==> src/hw/drc_defs.svh <==
// Purpose: named constants for the default/return command decoder
// Assumes: 24-bit frames, msb first, 12-bit output code
// Notes:   included by the package and the design modules
`ifndef DRC_DEFS_SVH
`define DRC_DEFS_SVH
`define DRC_FRAME_W      24
`define DRC_CNT_W        5
`define DRC_CODE_W       12
`define DRC_OP_HI        23
`define DRC_OP_LO        20
`define DRC_DATA_HI      15
`define DRC_DATA_LO      4
`define DRC_DSEL_HI      7
`define DRC_DSEL_LO      5
`define DRC_OP_DEFAULT   4'h6
`define DRC_OP_RETURN    4'h7
`define DRC_OP_CODE      4'h8
`define DRC_OP_SOFT      4'h3
`define DRC_SW_HI        18
`define DRC_SW_LO        16
`define DRC_SW_END       3'h0
`define DRC_SW_GATE      3'h1
`define DRC_SW_CLEAR     3'h4
`define DRC_SW_RESET     3'h5
`define DRC_CODE_ZERO    12'h000
`define DRC_CODE_MID     12'h800
`define DRC_CODE_FULL    12'hfff
`define DRC_LAST_BIT     5'h17
`define DRC_SETUP_NS     200000
`define DRC_CLK_NS       50
`endif

==> src/hw/drc_pkg.sv <==
// Purpose: types for the default/return command decoder
// Assumes: constants come from drc_defs.svh
// Notes:   default selection encoding is the frame field encoding
`include "drc_defs.svh"
package drc_pkg;
   typedef enum logic [2:0] {
      DRC_DSEL_POR  = 3'h0,
      DRC_DSEL_ZERO = 3'h1,
      DRC_DSEL_MID  = 3'h2,
      DRC_DSEL_FULL = 3'h3,
      DRC_DSEL_RET  = 3'h4
   } drc_dsel_e;
   typedef logic [`DRC_CODE_W-1:0] drc_code_t;
endpackage
==> src/hw/drc_default_return.sv <==
// Purpose: default-select and return commands, clear/gate fallback, power-on zero
// Assumes: 12-bit code, left justified in b15..b4 like the code/load commands
// Notes:   aux clear/gate pin is active low and asynchronous, so it is synchronised
`timescale 1ns/1ps
`include "drc_defs.svh"
// Contract
// opcode 0110 takes default selection from bits 7..5, other bits ignored
// opcode 0111 writes frame data field into the return register
// with return selected, clear or gate drives output to return value
// return data placed and justified exactly like code/load data
// power-up sets output code to zero scale
// host waits about 200 us after power before relying on linearity
// selection codes 000..100 valid; other codes keep current selection
// software reset or supply cycle returns output to zero, ignores selection
// stored selection applies to every later clear and gate
// selection resets to power-on choice and return register to zero
module drc_default_return (
   input  wire logic               core_clk,
   input  wire logic               rst_n,
   input  wire logic               sclkPin,
   input  wire logic               csPin_n,
   input  wire logic               dinPin,
   input  wire logic               auxClrPin_n,
   input  wire logic               auxGatePin_n,
   output drc_pkg::drc_code_t      outCode,
   output drc_pkg::drc_dsel_e      defaultSelect,
   output drc_pkg::drc_code_t      returnCode,
   output logic                    gateActive,
   output logic                    setupDone
);
   import drc_pkg::*;

   localparam int SETUP_CYC = (`DRC_SETUP_NS + `DRC_CLK_NS - 1) / `DRC_CLK_NS;
   localparam int SETUP_W   = $clog2(SETUP_CYC + 1);

   // ==========================================================
   // frame receive
   logic [`DRC_FRAME_W-1:0] frame;
   logic                    frameValid;

   drc_frame_rx uRx (
      .core_clk   (core_clk),
      .rst_n      (rst_n),
      .sclkPin    (sclkPin),
      .csPin_n    (csPin_n),
      .dinPin     (dinPin),
      .frameData  (frame),
      .frameValid (frameValid)
   );

   // ==========================================================
   // decode
   function automatic logic isOp(input logic [`DRC_FRAME_W-1:0] f, input logic [3:0] op);
      isOp = (f[`DRC_OP_HI:`DRC_OP_LO] == op);
   endfunction

   logic [2:0] dselField;
   logic [2:0] swField;
   drc_code_t  dataField;
   logic       cmdDefault;
   logic       cmdReturn;
   logic       cmdCode;
   logic       cmdSoft;
   logic       dselValid;
   logic       swReset;
   logic       swClear;
   logic       swGate;
   logic       swEnd;

   assign dselField  = frame[`DRC_DSEL_HI:`DRC_DSEL_LO];
   assign dataField  = frame[`DRC_DATA_HI:`DRC_DATA_LO];
   assign swField    = frame[`DRC_SW_HI:`DRC_SW_LO];
   assign cmdDefault = frameValid & isOp(frame, `DRC_OP_DEFAULT);
   assign cmdReturn  = frameValid & isOp(frame, `DRC_OP_RETURN);
   assign cmdCode    = frameValid & isOp(frame, `DRC_OP_CODE);
   assign cmdSoft    = frameValid & isOp(frame, `DRC_OP_SOFT);
   assign dselValid  = (dselField <= DRC_DSEL_RET);
   assign swReset    = cmdSoft & (swField == `DRC_SW_RESET);
   assign swClear    = cmdSoft & (swField == `DRC_SW_CLEAR);
   assign swGate     = cmdSoft & (swField == `DRC_SW_GATE);
   assign swEnd      = cmdSoft & (swField == `DRC_SW_END);

   // ==========================================================
   // aux pins
   logic [1:0] clrSync_ff;
   logic [1:0] gateSync_ff;
   logic       hwClear;
   logic       hwGate;

   always_ff @(posedge core_clk) begin
      clrSync_ff  <= {clrSync_ff[0], auxClrPin_n};
      gateSync_ff <= {gateSync_ff[0], auxGatePin_n};
   end

   assign hwClear = ~clrSync_ff[1];
   assign hwGate  = ~gateSync_ff[1];

   // ==========================================================
   // default selection and return register
   drc_dsel_e dsel_ff;
   drc_code_t ret_ff;
   drc_code_t code_ff;
   logic      swGate_ff;
   drc_code_t fallback;

   always_ff @(posedge core_clk) begin
      if (!rst_n || swReset) begin
         dsel_ff <= DRC_DSEL_POR;
         ret_ff  <= `DRC_CODE_ZERO;
      end else begin
         if (cmdDefault && dselValid) begin
            dsel_ff <= drc_dsel_e'(dselField);
         end
         if (cmdReturn) begin
            ret_ff <= dataField;
         end
      end
   end

   // power-on choice is zero scale, so por and zero coincide
   assign fallback = (dsel_ff == DRC_DSEL_RET)  ? ret_ff :
                     (dsel_ff == DRC_DSEL_MID)  ? `DRC_CODE_MID :
                     (dsel_ff == DRC_DSEL_FULL) ? `DRC_CODE_FULL :
                     `DRC_CODE_ZERO;

   // ==========================================================
   // output code, clear and gate
   always_ff @(posedge core_clk) begin
      if (!rst_n || swReset) begin
         code_ff   <= `DRC_CODE_ZERO;
         swGate_ff <= 1'b0;
      end else begin
         if (swClear || hwClear) begin
            code_ff <= fallback;
         end else if (cmdCode) begin
            code_ff <= dataField;
         end
         if (swGate) begin
            swGate_ff <= 1'b1;
         end else if (swEnd) begin
            swGate_ff <= 1'b0;
         end
      end
   end

   // gate overrides the held code only while active; code is kept underneath
   logic      gateNow;
   drc_code_t nxt_out;
   drc_code_t out_ff;
   logic      gate_ff;
   assign gateNow = swGate_ff | hwGate;
   assign nxt_out = gateNow ? fallback : code_ff;

   always_ff @(posedge core_clk) begin
      if (!rst_n) begin
         out_ff  <= `DRC_CODE_ZERO;
         gate_ff <= 1'b0;
      end else begin
         out_ff  <= nxt_out;
         gate_ff <= gateNow;
      end
   end

   // ==========================================================
   // setup settle indicator, a guide for the host only
   logic [SETUP_W-1:0] setupCnt_ff;
   logic               setup_ff;

   always_ff @(posedge core_clk) begin
      if (!rst_n) begin
         setupCnt_ff <= '0;
         setup_ff    <= 1'b0;
      end else if (!setup_ff) begin
         setupCnt_ff <= setupCnt_ff + SETUP_W'(1);
         setup_ff    <= (setupCnt_ff == SETUP_W'(SETUP_CYC - 1));
      end
   end

   assign outCode       = out_ff;
   assign defaultSelect = dsel_ff;
   assign returnCode    = ret_ff;
   assign gateActive    = gate_ff;
   assign setupDone     = setup_ff;
endmodule

==> src/hw/drc_frame_rx.sv <==
// Purpose: serial frame receiver sampled on core_clk
// Assumes: link clock well below core_clk/4; data sampled on link rising edge
// Notes:   all pins pass two flops before use
`timescale 1ns/1ps
`include "drc_defs.svh"
module drc_frame_rx (
   input  wire logic                     core_clk,
   input  wire logic                     rst_n,
   input  wire logic                     sclkPin,
   input  wire logic                     csPin_n,
   input  wire logic                     dinPin,
   output logic      [`DRC_FRAME_W-1:0]  frameData,
   output logic                          frameValid
);
   logic [1:0] sclkSync_ff;
   logic [1:0] csSync_ff;
   logic [1:0] dinSync_ff;
   logic       sclkLast_ff;
   logic [`DRC_FRAME_W-1:0] shift_ff;
   logic [`DRC_CNT_W-1:0]   count_ff;
   logic       sclkRise;
   logic       frameDone;
   logic [`DRC_FRAME_W-1:0] nxt_shift;

   assign sclkRise  = sclkSync_ff[1] & ~sclkLast_ff;
   assign nxt_shift = {shift_ff[`DRC_FRAME_W-2:0], dinSync_ff[1]};
   // the 24th bit completes a frame; extra bits before cs rises are dropped
   assign frameDone = sclkRise & ~csSync_ff[1] & (count_ff == `DRC_LAST_BIT);

   always_ff @(posedge core_clk) begin
      sclkSync_ff <= {sclkSync_ff[0], sclkPin};
      csSync_ff   <= {csSync_ff[0], csPin_n};
      dinSync_ff  <= {dinSync_ff[0], dinPin};
      sclkLast_ff <= sclkSync_ff[1];
   end

   always_ff @(posedge core_clk) begin
      if (!rst_n || csSync_ff[1]) begin
         shift_ff <= '0;
         count_ff <= '0;
      end else if (sclkRise && count_ff <= `DRC_LAST_BIT) begin
         shift_ff <= nxt_shift;
         count_ff <= count_ff + 5'h01;
      end
   end

   always_ff @(posedge core_clk) begin
      if (!rst_n) begin
         frameData  <= '0;
         frameValid <= 1'b0;
      end else begin
         frameValid <= frameDone;
         if (frameDone) begin
            frameData <= nxt_shift;
         end
      end
   end
endmodule

==> config.mk <==
export PLATFORM = sky130hd
export DESIGN_NAME = drc_default_return
export DESIGN_NICKNAME = d
export VERILOG_FILES = /design/src/hw/drc_pkg.sv /design/src/hw/drc_default_return.sv /design/src/hw/drc_frame_rx.sv
export VERILOG_INCLUDE_DIRS = /design/src /design/src/hw
export SDC_FILE = /design/constraint.sdc
export NUM_CORES = 1
export LEC_CHECK = 0
export ABC_AREA = 1
export BUFFER_PORTS_ARGS = -buffer_cell sky130_fd_sc_hd__buf_2
export CORE_MARGIN = 1.5
export CORE_UTILIZATION = 35
export CTS_BUF_LIST = sky130_fd_sc_hd__clkbuf_4
export CTS_CLUSTER_SIZE = 20
export DETAILED_ROUTE_END_ITERATION = 12
export SYNTH_ARGS = -nofsm -noshare
export SYNTH_HDL_FRONTEND = slang
export SYNTH_SLANG_ARGS = --single-unit
export TNS_END_PERCENT = 5
==> constraint.sdc <==
create_clock -name core_clk -period 1.6 [get_ports core_clk]
set_input_delay 0.32 -clock core_clk [delete_from_list [all_inputs] [get_ports core_clk]]
set_output_delay 0.32 -clock core_clk [all_outputs]
set_load 0.01 [all_outputs]
Yosys cells after proc, flatten, opt, wreduce, memory -nomap -nowiden
Cells that the tools add are included.

storage, ports and cells
  latch bits = 0
  memories kept = 0
  ROM bits = 0
  memory bits (writable) = 0
  register bits after elaboration = 118
  output and inout bits = 29
  input port bits = 7

cells by class
  divide/modulo/power cells = 0
  $mul = 0
  multiplexer cells = 9
  equality and inequality tests = 12
  $add $sub $neg = 2
  shift operators = 0
  reductions and logical operators = 9
  bitwise gates (word level) = 16
  order comparisons = 2

operator list
  cell                                                   number
  two-way mux 12 bit                                     6
  adder 12 x 1 -> 12 bit, second input constant          1
  equality test 12 bit, second input constant            1
  bitwise AND 1 bit                                      11
  equality test 3 bit, second input constant             3
  equality test 4 x 3 -> 1 bit, second input constant    2
  equality test 3 x 2 -> 1 bit, second input constant    2
  adder 5 x 1 -> 5 bit, second input constant            1
  equality test 5 bit, second input constant             1
  less-or-equal comparator 5 bit, second input constant  1
  equality test 4 x 2 -> 1 bit, second input constant    1
  equality test 4 bit, second input constant             1
  inverter 1 bit                                         4
  nonzero test 2 bit                                     2
  equality test 3 x 1 -> 1 bit, second input constant    1
  less-or-equal comparator 3 bit, second input constant  1
  zero test 3 bit                                        1
  logical OR 1 bit                                       3
  two-way mux 1 bit                                      3
  logical AND 1 bit                                      2
  zero test 1 bit                                        1
  OR 1 bit                                               1

Logic depth before layout (Yosys ltp)
  word-level depth = 5
  gate-level depth with buffers = 9
  gate-level depth less buffers = 8

Hierarchy
A second synthesis with hierarchy kept.

second synthesis, totals
  cell total of the unflattened synthesis = 625
  area total of the unflattened synthesis = 4798.4 sq um

by module, submodules not included
  module              instances  cells an instance  area each (sq um)  seq. area each (sq um)
  drc_default_return  1          368                2645.0             1161.1
  drc_frame_rx        1          257                2153.3             1201.2

Worst setup path after synthesis
Ideal clock, no wire load.

  path type = register to register
  start = register uRx.count_ff[0]
  end = register uRx.frameData[7]
  path buffers = 1
  slack = 262 ps
  stages on the path, launching flop included = 8
  data required time = 1484 ps
  arrival = 1222 ps
  library setup time = 116 ps
  cells stage by stage = dfxtp_1 -> ha_1 -> nand4_1 -> nor2_1 -> nand2_2 -> buf_2 -> o21ai_0 -> nor2_1

between the ends
  cells in the longest elaborated chain, start to end = 2

ends and longest elaborated chain
  item                                  RTL line            RTL
  start: declaration                    drc_frame_rx.sv:20  logic [`DRC_CNT_W-1:0] count_ff;
  start signal: assignment              drc_frame_rx.sv:43  count_ff <= count_ff + 5'h01;
  equality test 5 bit (no source line)  n/a
  bitwise AND 1 bit                     drc_frame_rx.sv:28  assign frameDone = sclkRise & ~csSync_ff[1] & (count_ff == `DRC_LAST_BIT);
  end signal: assignment                drc_frame_rx.sv:54  frameData <= nxt_shift;
  end: declaration                      drc_frame_rx.sv:12  output logic [`DRC_FRAME_W-1:0] frameData,

No other way between the ends.
A chain may end at the register's enable or synchronous reset.

Final worst setup path
  start = register uRx.count_ff[0]
  end = register uRx.frameData[9]

Same word-level chain as after synthesis.

==> impl_metrics.json <==
{
  "io_buffers": 35,
  "yosysSeqAreaShare_pct": 48.0,
  "synth_top_family_by_area": "simple AND/OR/NAND/NOR gates",
  "cap_violations": 0,
  "synth-edff-count": 0,
  "place.gp.congestion": 0.786,
  "clockRootBuffer": "clkbuf_4",
  "path_buf_inv": 0,
  "syn_area_um2": 4710,
  "p_clk_share_pct": 36.1,
  "grt_usage_pct": 15.6,
  "cts_buffers": 17,
  "synth_area_leaders": "dfxtp_1, nor2_1, nand2_1",
  "comb_power_share_pct": 6.1,
  "drive_above_1_share_pct": 14.6,
  "antenna_found_initial": 0,
  "cp_slowest_cell": "dfxtp_1",
  "start_util_pct": 35.7,
  "dr.pass1.iters": 5,
  "synthesis.nets": 638,
  "grt_overflow": 0,
  "dr.first_iter.drc_count": 344,
  "netlist.area_leader.share_pct": 48.0,
  "avgRoutedWirePerCell_um": 12.3,
  "synth_warnings": 0,
  "cp-end-kind": "flip-flop",
  "instances_no_fill": 856,
  "routed.top_layer": "met4",
  "routed-wl-met3_um": 460,
  "fillers": 1364,
  "syn_inst": 629,
  "dpl-instance-area_um2": 5070,
  "outcome": "completed",
  "p_leak_nw": 2.29,
  "relSlewSlack_pct": 48.9,
  "clock_latency_ns": 0.49,
  "setup_ws_ns": 0.102,
  "ys.flop_type": "dfxtp_1",
  "dp.cells": 819,
  "startpoint_type": "flip-flop",
  "power.density_nw_per_um2": 936,
  "worstMarginPinSlew_ns": 0.765,
  "final.setup.tns_ns": 0,
  "h-tree-depth": 4,
  "clk_pin_slew_worst_paths_ns": 0.10,
  "die_area_um2": 14200,
  "synth_xor_area_share_pct": 0.372,
  "io_pins": 36,
  "synthArstFlopShare_pct": 0,
  "muxShareOfSynthArea_pct": 0,
  "period_share_pct": 93.6,
  "drt-total-wl_mm": 10.5,
  "grt_max_degree": 38,
  "synth.most_common_cell": "dfxtp_1",
  "post-cts-setup-buffers": 0,
  "slew_violations": 0,
  "grt_pass1_wl_mm": 18.0,
  "drc": 0,
  "diodes": 0,
  "ys_seq_elements": 113,
  "die_h_um": 119,
  "drt-vias-per-instance": 4.82,
  "final-setup-viol-count": 0,
  "final.setup_skew_ns": 0.0188,
  "synth-compound-area-share_pct": 12.8,
  "synth_fa_ha_area_share_pct": 0.531,
  "required_ns": 1.97,
  "fin_area_um2": 5400,
  "hp-class": "in2reg",
  "path_delay_family": "simple AND/OR/NAND/NOR gates",
  "rows": 42,
  "coreArea_um2": 13200,
  "yosys.area_share.simple_pct": 29.3,
  "synth_cell_type_count": 26,
  "period_needed_ns": 1.50,
  "switching_power_mw": 1.22,
  "report.final.hold_viol_count": 0,
  "synth.largest_area_cell": "dfxtp_1",
  "place_hpwl_mm": 7.04,
  "syn_avg_cell_area_um2": 7.49,
  "swShare_pct": 24.2,
  "ir_worst_vdd_mv": 0.599,
  "vias": 4127,
  "path_cells": "ha_2 -> nand4_1 -> nor2_4 -> nand2_2 -> o21ai_0 -> nor2_1",
  "dp_slack_ns": -0.0770,
  "cts_tree": "built",
  "clock-sinks": 113,
  "seq_power_share_pct": 57.8,
  "p_int_mw": 3.83,
  "arrival_ns": 1.87,
  "fin_nets": 677,
  "report.power.total_mw": 5.05,
  "routed-wl-met2_mm": 5.00,
  "timing.fmax_ghz": 0.668,
  "rsz0062_at_grt": "yes",
  "slowest_delay_ns": 0.38,
  "ctsLongestPathBuffers": 2,
  "wl_met1_mm": 4.94,
  "crit_fanout": 13,
  "utilization_pct": 40.9,
  "grt_pass1_vias": 3789,
  "drtAntennaViolNets": 0,
  "holdWs_ns": 0.180,
  "syn_to_final_growth_pct": 14.5,
  "critPathKind": "reg2reg",
  "die_w_um": 119,
  "yosys-top-cells-count": "dfxtp_1, nor2_1, nand2_1"
}
worst reg2reg max path, delay by kind of cell (launching register included):
kind / cells / cell delay, ns
DFF: 1 / 0.38
adders and majority gates: 1 / 0.23
and+or+nand+nor: 4 / 0.57
AOI/OAI and AO/OA: 1 / 0.21
metal layers:
metal	GRT usage, %	vias up
met5	0	-
met4	5.50	0
met3	3.98	11
met2	26.2	81
met1	19.5	1881
li1	-	2154
path summary, 6_finish.rpt:
kind                      startpoint            endpoint  slack [ns]  cells after the start
setup / recovery     uRx.count_ff[0]    uRx.frameData[9]        0.10                      6
hold / removal                 rst_n   uRx.frameData[18]        0.18                      3
setup reg to reg     uRx.count_ff[0]    uRx.frameData[9]        0.10                      6
hold reg to reg   uRx.sclkSync_ff[0]  uRx.sclkSync_ff[1]        0.33                      0
cells in the final DEF (no fill, tap or decap), types with 3 or more instances in the layout:
master | netlist | routed
nor2_1 | 101 | 98
clkbuf_4 | 0 | 22
buf_4 | 3 | 13
nand3_1 | 39 | 38
nor2_2 | 2 | 4
clkinv_2 | 0 | 3
dfxtp_1 | 113 | 113
dlygate4sd3_1 | 0 | 5
nand2_1 | 93 | 93
nor3_1 | 4 | 4
clkinv_1 | 0 | 4
inv_1 | 61 | 61
nor2_4 | 2 | 3
nand2_2 | 5 | 5
buf_2 | 18 | 35
a21oi_1 | 66 | 66
nand3b_1 | 18 | 18
nand4_1 | 35 | 35
o21ai_0 | 29 | 24
o211ai_1 | 13 | 13
o21ai_1 | 0 | 5
final cells by class:
class                   count  area, um^2  area share [%]
clock buffers              22         165            3.06
inverters                  64         245            4.55
clock inverters             9        67.6            1.25
multi-input cells         416        2060            38.2
flip-flops and latches    113        2260            41.9
well taps                 176         220            4.08
repair buffers             56         374            6.93
state kept, by name, indices dropped and copies added (netlist names):
name / flops
uRx.frameValid: 1
defaultSelect: 3
swGate_ff: 1
returnCode: 12
uRx.csSync_ff: 2
uRx.sclkSync_ff: 2
setupCnt_ff: 12
gateActive: 1
uRx.shift_ff: 23
code_ff: 12
uRx.count_ff: 5
setupDone: 1
outCode: 12
uRx.frameData: 19
uRx.sclkLast_ff: 1
uRx.dinSync_ff: 2
gateSync_ff: 2
clrSync_ff: 2
what timing repair did:
| item | CTS | global route |
|---|---|---|
| setup endpoints to repair | 13 | 46 |
| hold endpoints to repair | 5 | 0 |
| hold buffers | 5 | 0 |
| pin swaps | 0 | 1 |
| resized for setup | 3 | 13 |
| cloned | 0 | 1 |
power groups by stage:
| stage | sequential, mW | clock [mW] | combinational (mW) |
|---|---|---|---|
| after detailed placement | 2.99 | 0 | 0.299 |
| after CTS | 2.92 | 1.89 | 0.310 |
| after global routing | 2.93 | 2.04 | 0.353 |
| final | 2.92 | 1.82 | 0.308 |
| after floorplan | 2.99 | 0 | 0.211 |
| after global placement | 2.98 | 0 | 0.291 |
logic make-up after synthesis:
| family | after synthesis |
|---|---|
| and+or+nand+nor | 300 |
| DFF | 113 |
| AOI/OAI and AO/OA | 111 |
| buffers and inverters | 101 |
| xor gates and xnor gates | 2 |
| adders and majority gates | 2 |
No activity file was read; power rests on OpenSTA's default activity.
